==> src/sgcr_pkg.sv <==
package sgcr_pkg;

    // Register access port
    localparam int ADDR_W = 8;
    localparam int DATA_W = 8;
    localparam logic [ADDR_W-1:0] ADDR_GC_ONE = 8'h03;
    localparam logic [ADDR_W-1:0] ADDR_GC_TWO = 8'h04;

    // Field positions, first global control register
    localparam int BIT_PASS_ALL   = 7;
    localparam int BIT_FRAME_2K   = 6;
    localparam int BIT_TX_FC_DIS  = 5;
    localparam int BIT_RX_FC_DIS  = 4;
    localparam int BIT_LEN_CHECK  = 3;
    localparam int BIT_AGING_EN   = 2;
    localparam int BIT_FAST_AGE   = 1;
    localparam int BIT_AGGR_BOFF  = 0;

    // Field positions, second global control register
    localparam int BIT_VLAN_STRICT = 7;
    localparam int BIT_MCAST_EXCL  = 6;

    // Reset values; strapped bits are overlaid at reset
    localparam logic [DATA_W-1:0] GC_ONE_RESET   = 8'h04;
    localparam logic [DATA_W-1:0] GC_TWO_RESET   = 8'hC0;
    localparam logic [DATA_W-1:0] GC_TWO_WR_MASK = 8'hC0;
    localparam logic [DATA_W-1:0] RDATA_NONE     = 8'h00;

    // Frame length figures
    localparam logic [15:0] LEN_TYPE_LIMIT = 16'h05DC; // 1500
    localparam logic [15:0] MAX_LEN_STD    = 16'h05EE; // 1518
    localparam logic [15:0] MAX_LEN_2K     = 16'h0800; // 2048

    // Aging timing
    localparam int AGE_CNT_W = 36;
    localparam longint unsigned CLK_MHZ = 100;
    localparam longint unsigned FAST_AGE_US = 800;
    localparam longint unsigned NORMAL_AGE_S = 300;
    localparam longint unsigned FAST_AGE_CYCLES = FAST_AGE_US * CLK_MHZ;
    localparam longint unsigned NORMAL_AGE_CYCLES =
        NORMAL_AGE_S * CLK_MHZ * 64'h0000_0000_000F_4240;

    // Description of one received frame, presented for a verdict
    typedef struct packed {
        logic [15:0] len_type;     // Length/type field
        logic [15:0] payload_len;  // Bytes actually in the data field
        logic [15:0] frame_len;    // Whole frame length
        logic        rx_error;     // CRC, symbol or alignment fault
        logic        known_unicast;
        logic        crosses_vlan; // Egress outside ingress port VLAN
        logic        da_broadcast; // All-ones destination
        logic        da_multicast; // Group address, not broadcast
    } sgcr_frame_type;

endpackage

==> src/sgcr_strap_sync.sv <==
`timescale 1ns/10ps

// Three-stage pin sampler; level moves only when stages two and three agree
module sgcr_strap_sync
(
    input  wire logic i_clk,
    input  wire logic i_pin,
    output logic      o_level
);

    logic meta_reg;
    logic mid_reg;
    logic late_reg;
    logic level_reg;

    // Plain shift chain; meta_reg feeds only mid_reg
    always_ff @(posedge i_clk)
    begin
        meta_reg <= i_pin;
        mid_reg  <= meta_reg;
        late_reg <= mid_reg;
    end

    // Agreement filter; not reset so it can follow the pin during reset
    always_ff @(posedge i_clk)
    begin
        if (mid_reg == late_reg)
        begin
            level_reg <= late_reg;
        end
    end

    assign o_level = level_reg;

endmodule

==> src/sgcr_top.sv <==
`timescale 1ns/10ps

// What this block does
// - Pass-all bit forwards even errored frames
// - Bit six enables 2K-byte frame acceptance
// - Bit five forces transmit pause off
// - Bit four forces receive pause off
// - One strap sets both pause-disable defaults
// - Check length field below 1500, drop mismatch
// - Bit two enables address aging, default on
// - Bit one selects 800us fast aging
// - Bit zero aggressive back-off, strapped default
// - Strict port-VLAN boundary, unicast relaxation
// - Storm protection may exclude multicast frames
module sgcr_top
#(
    parameter logic [35:0] P_FAST_AGE_CYCLES =
        sgcr_pkg::FAST_AGE_CYCLES[35:0],
    parameter logic [35:0] P_NORMAL_AGE_CYCLES =
        sgcr_pkg::NORMAL_AGE_CYCLES[35:0]
)
(
    input  wire logic                        I_MCLK,
    input  wire logic                        I_RST,
    input  wire logic [sgcr_pkg::ADDR_W-1:0] I_REG_ADDR,
    input  wire logic                        I_REG_WR,
    input  wire logic [sgcr_pkg::DATA_W-1:0] I_REG_WDATA,
    input  wire logic                        I_REG_RD,
    output logic      [sgcr_pkg::DATA_W-1:0] O_REG_RDATA,
    output logic                             O_REG_RVALID,
    input  wire logic                        I_FLOW_CONTROL_STRAP_PIN,
    input  wire logic                        I_BACKOFF_STRAP_PIN,
    input  wire logic                        I_AN_TX_PAUSE,
    input  wire logic                        I_AN_RX_PAUSE,
    output logic                             O_TX_FLOW_EN,
    output logic                             O_RX_FLOW_EN,
    output logic                             O_AGGR_BACKOFF_EN,
    output logic                             O_AGE_TICK,
    input  wire logic                        I_FRAME_VALID,
    input  wire sgcr_pkg::sgcr_frame_type    I_FRAME,
    output logic                             O_FRAME_DONE,
    output logic                             O_FRAME_DROP,
    output logic                             O_FRAME_VLAN_BLOCK,
    output logic                             O_STORM_COUNT
);

    logic [sgcr_pkg::DATA_W-1:0]    gc_one_reg;
    logic [sgcr_pkg::DATA_W-1:0]    gc_two_reg;
    logic [sgcr_pkg::DATA_W-1:0]    rdata_reg;
    logic                           rvalid_reg;
    logic                           fc_strap;
    logic                           boff_strap;
    logic                           tx_flow_reg;
    logic                           rx_flow_reg;
    logic                           aggr_boff_reg;
    logic [sgcr_pkg::AGE_CNT_W-1:0] age_cnt_reg;
    logic [sgcr_pkg::AGE_CNT_W-1:0] age_cnt_next;
    logic                           age_tick_reg;
    logic                           fast_prev_reg;
    logic [35:0]                    age_period;
    logic                           done_reg;
    logic                           drop_reg;
    logic                           vlan_block_reg;
    logic                           storm_reg;

    // Length/type field is a length and disagrees with the data field
    function automatic logic len_mismatch(
        input sgcr_pkg::sgcr_frame_type f);
        len_mismatch = (f.len_type < sgcr_pkg::LEN_TYPE_LIMIT) &&
                       (f.len_type != f.payload_len);
    endfunction

    // Counter sits on the last cycle of the aging period
    function automatic logic period_end(
        input logic [sgcr_pkg::AGE_CNT_W-1:0] cnt,
        input logic [35:0]                    period);
        period_end = (cnt >= period - 36'h0_0000_0001);
    endfunction

    // Largest frame the ports accept under the current setting
    function automatic logic [15:0] max_len(input logic allow_2k);
        max_len = allow_2k ? sgcr_pkg::MAX_LEN_2K : sgcr_pkg::MAX_LEN_STD;
    endfunction

    // Strap pin samplers
    sgcr_strap_sync u_fc_strap
    (
        .i_clk   (I_MCLK),
        .i_pin   (I_FLOW_CONTROL_STRAP_PIN),
        .o_level (fc_strap)
    );

    sgcr_strap_sync u_boff_strap
    (
        .i_clk   (I_MCLK),
        .i_pin   (I_BACKOFF_STRAP_PIN),
        .o_level (boff_strap)
    );

    // First control register; straps follow the pin only while in reset
    always_ff @(posedge I_MCLK)
    begin
        if (I_RST)
        begin
            gc_one_reg <= sgcr_pkg::GC_ONE_RESET;
            gc_one_reg[sgcr_pkg::BIT_TX_FC_DIS] <= fc_strap;
            gc_one_reg[sgcr_pkg::BIT_RX_FC_DIS] <= fc_strap;
            gc_one_reg[sgcr_pkg::BIT_AGGR_BOFF] <= boff_strap;
        end
        else if (I_REG_WR && (I_REG_ADDR == sgcr_pkg::ADDR_GC_ONE))
        begin
            gc_one_reg <= I_REG_WDATA; // Each bit on its own
        end
    end

    // Second control register; only the top two bits are kept
    always_ff @(posedge I_MCLK)
    begin
        if (I_RST)
        begin
            gc_two_reg <= sgcr_pkg::GC_TWO_RESET;
        end
        else if (I_REG_WR && (I_REG_ADDR == sgcr_pkg::ADDR_GC_TWO))
        begin
            gc_two_reg <= I_REG_WDATA & sgcr_pkg::GC_TWO_WR_MASK;
        end
    end

    // Read port; unmapped addresses answer zero
    always_ff @(posedge I_MCLK)
    begin
        if (I_RST)
        begin
            rdata_reg  <= sgcr_pkg::RDATA_NONE;
            rvalid_reg <= 1'b0;
        end
        else
        begin
            rvalid_reg <= I_REG_RD;
            if (I_REG_RD)
            begin
                case (I_REG_ADDR)
                    sgcr_pkg::ADDR_GC_ONE: rdata_reg <= gc_one_reg;
                    sgcr_pkg::ADDR_GC_TWO: rdata_reg <= gc_two_reg;
                    default:               rdata_reg <= sgcr_pkg::RDATA_NONE;
                endcase
            end
        end
    end

    // Pause enables: negotiated result unless software forces it off
    always_ff @(posedge I_MCLK)
    begin
        if (I_RST)
        begin
            tx_flow_reg   <= 1'b0;
            rx_flow_reg   <= 1'b0;
            aggr_boff_reg <= 1'b0;
        end
        else
        begin
            tx_flow_reg <= I_AN_TX_PAUSE &
                           ~gc_one_reg[sgcr_pkg::BIT_TX_FC_DIS];
            rx_flow_reg <= I_AN_RX_PAUSE &
                           ~gc_one_reg[sgcr_pkg::BIT_RX_FC_DIS];
            aggr_boff_reg <= gc_one_reg[sgcr_pkg::BIT_AGGR_BOFF];
        end
    end

    // Aging period; fast mode shortens it to the fast figure
    assign age_period = gc_one_reg[sgcr_pkg::BIT_FAST_AGE] ?
                        P_FAST_AGE_CYCLES : P_NORMAL_AGE_CYCLES;

    // Counter restarts when aging is off or the period changes
    always_comb
    begin
        age_cnt_next = age_cnt_reg + 36'h0_0000_0001;
        if (!gc_one_reg[sgcr_pkg::BIT_AGING_EN] ||
            (fast_prev_reg != gc_one_reg[sgcr_pkg::BIT_FAST_AGE]) ||
            period_end(age_cnt_reg, age_period))
        begin
            age_cnt_next = 36'h0_0000_0000;
        end
    end

    // Age tick: one pulse per period, none while aging is disabled
    always_ff @(posedge I_MCLK)
    begin
        if (I_RST)
        begin
            age_cnt_reg   <= 36'h0_0000_0000;
            age_tick_reg  <= 1'b0;
            fast_prev_reg <= 1'b0;
        end
        else
        begin
            age_cnt_reg   <= age_cnt_next;
            fast_prev_reg <= gc_one_reg[sgcr_pkg::BIT_FAST_AGE];
            age_tick_reg  <= gc_one_reg[sgcr_pkg::BIT_AGING_EN] &&
                (fast_prev_reg == gc_one_reg[sgcr_pkg::BIT_FAST_AGE]) &&
                period_end(age_cnt_reg, age_period);
        end
    end

    // Frame verdict, one cycle after the frame is presented
    always_ff @(posedge I_MCLK)
    begin
        if (I_RST)
        begin
            done_reg       <= 1'b0;
            drop_reg       <= 1'b0;
            vlan_block_reg <= 1'b0;
            storm_reg      <= 1'b0;
        end
        else
        begin
            done_reg  <= I_FRAME_VALID;
            drop_reg  <= 1'b0;
            vlan_block_reg <= 1'b0;
            storm_reg <= 1'b0;
            if (I_FRAME_VALID)
            begin
                // Pass-all keeps bad frames for the sniffer port
                drop_reg <= !gc_one_reg[sgcr_pkg::BIT_PASS_ALL] &&
                    (I_FRAME.rx_error ||
                     (I_FRAME.frame_len >
                      max_len(gc_one_reg[sgcr_pkg::BIT_FRAME_2K])) ||
                     (gc_one_reg[sgcr_pkg::BIT_LEN_CHECK] &&
                      len_mismatch(I_FRAME)));
                vlan_block_reg <= I_FRAME.crosses_vlan &&
                    (gc_two_reg[sgcr_pkg::BIT_VLAN_STRICT] ||
                     !I_FRAME.known_unicast);
                storm_reg <= I_FRAME.da_broadcast ||
                    (I_FRAME.da_multicast &&
                     !gc_two_reg[sgcr_pkg::BIT_MCAST_EXCL]);
            end
        end
    end

    // Outputs straight from flip-flops
    assign O_REG_RDATA        = rdata_reg;
    assign O_REG_RVALID       = rvalid_reg;
    assign O_TX_FLOW_EN       = tx_flow_reg;
    assign O_RX_FLOW_EN       = rx_flow_reg;
    assign O_AGGR_BACKOFF_EN  = aggr_boff_reg;
    assign O_AGE_TICK         = age_tick_reg;
    assign O_FRAME_DONE       = done_reg;
    assign O_FRAME_DROP       = drop_reg;
    assign O_FRAME_VLAN_BLOCK = vlan_block_reg;
    assign O_STORM_COUNT      = storm_reg;

endmodule

==> config.mk <==
export PLATFORM = sky130hd
export DESIGN_NAME = sgcr_top
export DESIGN_NICKNAME = d
export VERILOG_FILES = /design/src/sgcr_pkg.sv /design/src/sgcr_strap_sync.sv /design/src/sgcr_top.sv
export SDC_FILE = /design/constraint.sdc
export NUM_CORES = 1
export LEC_CHECK = 0
export BUFFER_PORTS_ARGS = -buffer_cell sky130_fd_sc_hd__buf_2
export CAP_MARGIN = 20
export CORE_MARGIN = 1
export CORE_UTILIZATION = 38
export DETAILED_ROUTE_END_ITERATION = 12
export SETUP_SLACK_MARGIN = 0.05
export SLEW_MARGIN = 15
export SYNTH_ARGS = -nofsm -noshare
export SYNTH_HDL_FRONTEND = slang
export SYNTH_HIERARCHICAL = 1
export SYNTH_SLANG_ARGS = --single-unit
export TNS_END_PERCENT = 1
==> constraint.sdc <==
create_clock -name I_MCLK -period 2.48 [get_ports I_MCLK]
set_clock_uncertainty 0.1 [all_clocks]
set_input_delay 0.496 -clock I_MCLK [delete_from_list [all_inputs] [get_ports I_MCLK]]
set_output_delay 0.496 -clock I_MCLK [all_outputs]
set_load 0.1 [all_outputs]
# Yosys cells after proc, flatten, opt, wreduce, memory -nomap -nowiden
# Index checks and enable logic that the tools add are counted.
word_totals:
  reg_bits: 72
  in_bits: 78
  output_inout_bits: 17
op_classes:
  n_addsub: 2
  n_lt_le_gt_ge: 3
  eq_ne: 7
  n_mux: 5
  n_bitwise: 5
  reduce_logical: 22
ops:
  columns: ["operator", "n"]
  rows:
  - ["36-bit by 1-bit adder with 36-bit output, second input constant", 1]
  - ["36-bit greater-or-equal comparator", 1]
  - ["35-bit by 1-bit subtractor with 36-bit output, second input constant", 1]
  - ["35-bit two-way mux", 1]
  - ["16-bit by 12-bit > comparator with 1-bit output", 1]
  - ["16-bit by 11-bit < comparator with 1-bit output, second input constant", 1]
  - ["16-bit inequality test", 1]
  - ["8-bit case mux with 2 select lines", 1]
  - ["12-bit two-way mux", 1]
  - ["6-bit two-way mux", 2]
  - ["1-bit logical AND", 9]
  - ["8-bit by 2-bit equality test with 1-bit output, second input constant", 1]
  - ["8-bit by 3-bit equality test with 1-bit output, second input constant", 1]
  - ["1-bit logical OR", 6]
  - ["1-bit logical NOT", 4]
  - ["2-bit OR reduction", 2]
  - ["1-bit equality test", 3]
  - ["1-bit NOT", 3]
  - ["1-bit AND", 2]
  - ["2-bit nonzero test", 1]
  - ["1-bit inequality test", 1]

# Longest topological paths before layout
depth:
  word_depth: 5
  ltp_mapped: 8
  mapped_depth_nobuf: 7

# Hierarchy
# The synthesis kept the hierarchy.
by_module_without_submodules:
  columns: ["mod", "instances", "cells_per_inst", "area_each_um2"]
  rows:
  - ["sgcr_top", 1, 402, 3629.7]
  - ["sgcr_strap_sync", 2, 5, 98.8]

# Least setup slack after synthesis
# Ideal clock, no wire load.
synth_timing:
  kind: "register to register"
  startpoint: "register gc_one_reg[1] in the netlist's numbering"
  endpoint: "register age_cnt_reg[2] in the netlist's numbering"
  setup_ns: 0.073
  t_arrival_ns: 2.167
  setup_slack_ns: 0.140
  stages_incl_launch_ff: 8
  n_path_buf: 1
  cell_sequence: "dfxtp_1 -> ha_1 -> a21o_1 -> a211o_1 -> a41oi_4 -> o311ai_4 -> buf_6 -> nor3_2"
synth_between:
  elab_chain_cells: 5
  elab_cells_between_ends: 7
  classes_between: "add/sub (1); order compare (1); eq/ne (1); mux (1); reduce/logical (3)"
synth_lines:
  columns: ["element", "line", "source"]
  rows:
  - ["from (decl)", "sgcr_top.sv:47", "logic [sgcr_pkg::DATA_W-1:0] gc_one_reg;"]
  - ["from (signal assigned)", "sgcr_top.sv:105", "gc_one_reg <= sgcr_pkg::GC_ONE_RESET;"]
  - ["from (signal, indexed assignment)", "sgcr_top.sv:106", "gc_one_reg[sgcr_pkg::BIT_TX_FC_DIS] <= fc_strap;"]
  - ["from (signal, indexed assignment)", "sgcr_top.sv:107", "gc_one_reg[sgcr_pkg::BIT_RX_FC_DIS] <= fc_strap;"]
  - ["35-bit two-way mux", "sgcr_top.sv:171", "assign age_period = gc_one_reg[sgcr_pkg::BIT_FAST_AGE] ?"]
  - ["35-bit by 1-bit subtractor with 36-bit output", "sgcr_top.sv:77", "period_end = (cnt >= period - 36'h0_0000_0001);"]
  - ["36-bit greater-or-equal comparator", "sgcr_top.sv:77", null]
  - ["1-bit logical OR (*)", "sgcr_top.sv:179", "(fast_prev_reg != gc_one_reg[sgcr_pkg::BIT_FAST_AGE]) ||"]
  - ["2-bit OR reduction (no line) (*)", null, null]
  - ["to (signal assigned)", "sgcr_top.sv:197", "age_cnt_reg <= age_cnt_next;"]
  - ["to (decl)", "sgcr_top.sv:56", "logic [sgcr_pkg::AGE_CNT_W-1:0] age_cnt_reg;"]
# Every way passes the cells marked *; elsewhere a longest branch is shown, timed or not.
# A chain may end at the register's enable or synchronous reset.

# Worst setup path after layout
layout_timing:
  startpoint: "register gc_one_reg[1] in the netlist's numbering"
  endpoint: "register age_cnt_reg[31] in the netlist's numbering"
# Same word-level chain as after synthesis.

==> impl_metrics.json <==
{
  "r2r_cells": 7,
  "firstDrtPassIters": 6,
  "grtUsageTotal_pct": 18.1,
  "initial_utilization_pct": 39.2,
  "worst-setup-path-type": "flop to flop",
  "wl_met3_um": 627,
  "mostFrequentLayoutCells": "buf_2, dfxtp_1, nor3_1, nor2_1, xnor2_1",
  "cts_buffer_depth": 2,
  "grt_max_degree": 28,
  "die_y_um": 102,
  "met2WireLength_um": 4540,
  "holdBufCountCts": 0,
  "fin_nets": 619,
  "intPower_mw": 1.83,
  "largest_reg_flops": 36,
  "diodes": 0,
  "powerDensity_nw_per_um2": 515,
  "finalHoldViolations": 0,
  "yosysWarnings": 6,
  "power_leakage_nw": 2.05,
  "synth-async-reset-ratio_pct": 0,
  "num_io_pins": 95,
  "finalSetupViolCount": 0,
  "fmax_mhz": 440,
  "seq_power_share_pct": 49.6,
  "end_kind": "flop",
  "dieArea_um2": 10500,
  "fillers": 960,
  "path_clk_slew_ns": 0.08,
  "critPathLaunchType": "flop",
  "status": "complete, no violations",
  "worst_pin_slew_ns": 0.511,
  "cp.arrival_ns": 2.44,
  "slowest_stage": "dfxtp_4",
  "hold_depth": 1,
  "ant_nets": 0,
  "cp.depth": 7,
  "r2r_start": "gc_one_reg[1]",
  "wirelength_um": 9260,
  "rows": 36,
  "grt_pass1_wl_um": 14400,
  "critPathCapture": "age_cnt_reg[31]",
  "switching_share_pct": 24.3,
  "seq_area_frac_synth_pct": 39.0,
  "cts_setup_buffers": 0,
  "topRoutingLayerUsed": "met4",
  "drv_cap": 0,
  "critical_path_required_ns": 2.64,
  "pwr-share-clk_pct": 41.0,
  "drive_above_1_share_pct": 26.9,
  "min_period_ns": 2.27,
  "port_buffers": 94,
  "r2r-end": "age_cnt_reg[31]",
  "ys_ff_latch": 72,
  "place_congestion": 0.771,
  "min_path_type": "input port to flop",
  "fin_setup_tns_ns": 0,
  "worst-path-buf-inv": 1,
  "syn_area_per_cell_um2": 9.29,
  "cp-startpoint": "gc_one_reg[1]",
  "slew_violations": 0,
  "p_sw_mw": 0.590,
  "path_delay_family": "compound AO/OA/AOI/OAI gates",
  "grt_overflow": 0,
  "cts_buffers": 9,
  "dp_hpwl_um": 7060,
  "wl_per_cell_um": 14.2,
  "grt_pass1_vias": 3086,
  "area.growth.synth_to_final_pct": 22.9,
  "r2r_slack_ns": 0.21,
  "cts.root.buffer_cell": "clkbuf_8",
  "layout_commonest_cell": "buf_2",
  "cts_htree_levels": 3,
  "cpPeakStageDelay_ns": 0.40,
  "rsz0062_at_grt": "false",
  "netlist_area_um2": 3830,
  "cts_num_sinks": 72,
  "num_vias": 3350,
  "met1Wirelength_um": 3910,
  "via_per_inst": 5.12,
  "slew_headroom_pct": 66.2,
  "drtIter0Drc": 100,
  "drc_errors": 0,
  "ir_drop_uv": 247,
  "antenna_found_initial": 0,
  "cp_max_fo": 18,
  "synthesis.nets": 515,
  "insertion_delay_ns": 0.35,
  "hold_ws_ns": 0.143,
  "postSynthCellCount": 412,
  "ys_types": 51,
  "core-area_um2": 9770,
  "synthFlopType": "dfxtp_1",
  "die_width_um": 102,
  "crit_chain": "ha_1, a21o_1, a211o_1, a41oi_4, o311ai_4, buf_4, nor3_1",
  "synth-edff-count": 5,
  "combPwrFrac_pct": 9.4,
  "cts_tree": "done",
  "min_period_over_period_pct": 91.6
}
timing repair:
item                                    4_1_cts  5_1_grt
endpoints found under the setup margin       15       36
pin swaps                                     0        0
gates resized for setup                       1        3
final cells by class:
cell class | instances | area [µm²] | share of cell area (%)
Multi-Input combinational cell | 310 | 2200 | 46.8
Sequential cell | 72 | 1500 | 31.8
Timing Repair Buffer | 107 | 568 | 12.1
Clock buffer | 12 | 166 | 3.54
Tap cell | 133 | 166 | 3.54
Inverter | 16 | 60.1 | 1.28
Clock inverter | 4 | 48.8 | 1.04
through the flow:
| step | utilization, % | cells | setup WS (ns) | instance area [µm²] | power [mW] |
|---|---|---|---|---|---|
| 6_report | 48.1 | 654 | 0.209 | 4710 | 2.42 |
| 5_1_grt | 48.1 | 654 | 0.111 | 4710 | 2.53 |
| 4_1_cts | 48.1 | 654 | 0.154 | 4700 | 2.46 |
| 3_5_place_dp | 45.8 | 638 | 0.0341 | 4480 | 1.46 |
| 3_3_place_gp | 45.8 | 638 | 0.134 | 4480 | 1.45 |
| 2_1_floorplan | - | 412 | 0.140 | 3830 | 1.35 |
cells in the mapped netlist, types with 2 or more instances:
master     instances  area share [%]
dfxtp_1           67              35
nor3_1            40             5.2
nor2_1            33             3.2
xnor2_1           30             6.9
ha_1              25             8.2
nand2_1           24             2.4
xor2_1            22             5.0
nand3_1           18             2.4
inv_1             15             1.5
nor4_1            13             2.1
nand4_1           10             1.6
nor3_2            10             2.6
a22oi_1            8             1.6
clkbuf_1           7            0.69
o21ai_0            7            0.92
a21oi_1            6            0.78
and3_1             6            0.98
edfxtp_1           5             3.9
nand4b_1           5             1.1
a211o_1            4            0.92
a211oi_1           4            0.78
and4_1             4            0.92
mux2i_1            4             1.0
nor3b_1            4            0.78
buf_6              3            0.88
nor2b_1            3            0.49
o21a_1             3            0.59
or3_1              3            0.49
a2111oi_0          2            0.46
a22o_1             2            0.46
buf_2              2            0.26
nand2b_1           2            0.33
o211ai_1           2            0.39
or4_1              2            0.39
power by group through the flow:
stage                     logic [mW]  clock network (mW)  registers [mW]
after floorplan               0.0784                   0            1.28
after global placement         0.224                   0            1.23
after detailed placement       0.228                   0            1.23
after CTS                      0.229                1.03            1.20
after global routing           0.246                1.08            1.20
final                          0.228               0.995            1.20
cells by family after synthesis:
logic type,synth area share (%)
AOI/OAI and AO/OA,9.32
and+or+nand+nor,26.9
DFF,39.0
xor gates and xnor gates,11.9
adders and majority gates,8.17
buffers and inverters,3.69
muxes,1.05
how the worst min path moves through the flow:
stage                        startpoint               endpoint
4_1_cts        I_FLOW_CONTROL_STRAP_PIN    u_fc_strap/meta_reg
6_report       I_FLOW_CONTROL_STRAP_PIN    u_fc_strap/meta_reg
3_5_place_dp        u_fc_strap/meta_reg     u_fc_strap/mid_reg
3_3_place_gp      u_boff_strap/meta_reg   u_boff_strap/mid_reg
2_1_floorplan     u_boff_strap/meta_reg   u_boff_strap/mid_reg
5_1_grt             I_BACKOFF_STRAP_PIN  u_boff_strap/meta_reg
routing by layer:
layer	GRT usage [%]	vias up
li1	-	1702
met1	19.4	1528
met2	33.5	104
met3	4.92	16
met4	7.36	0
met5	0	-
Note: power is estimated with default switching activity, not from simulation.
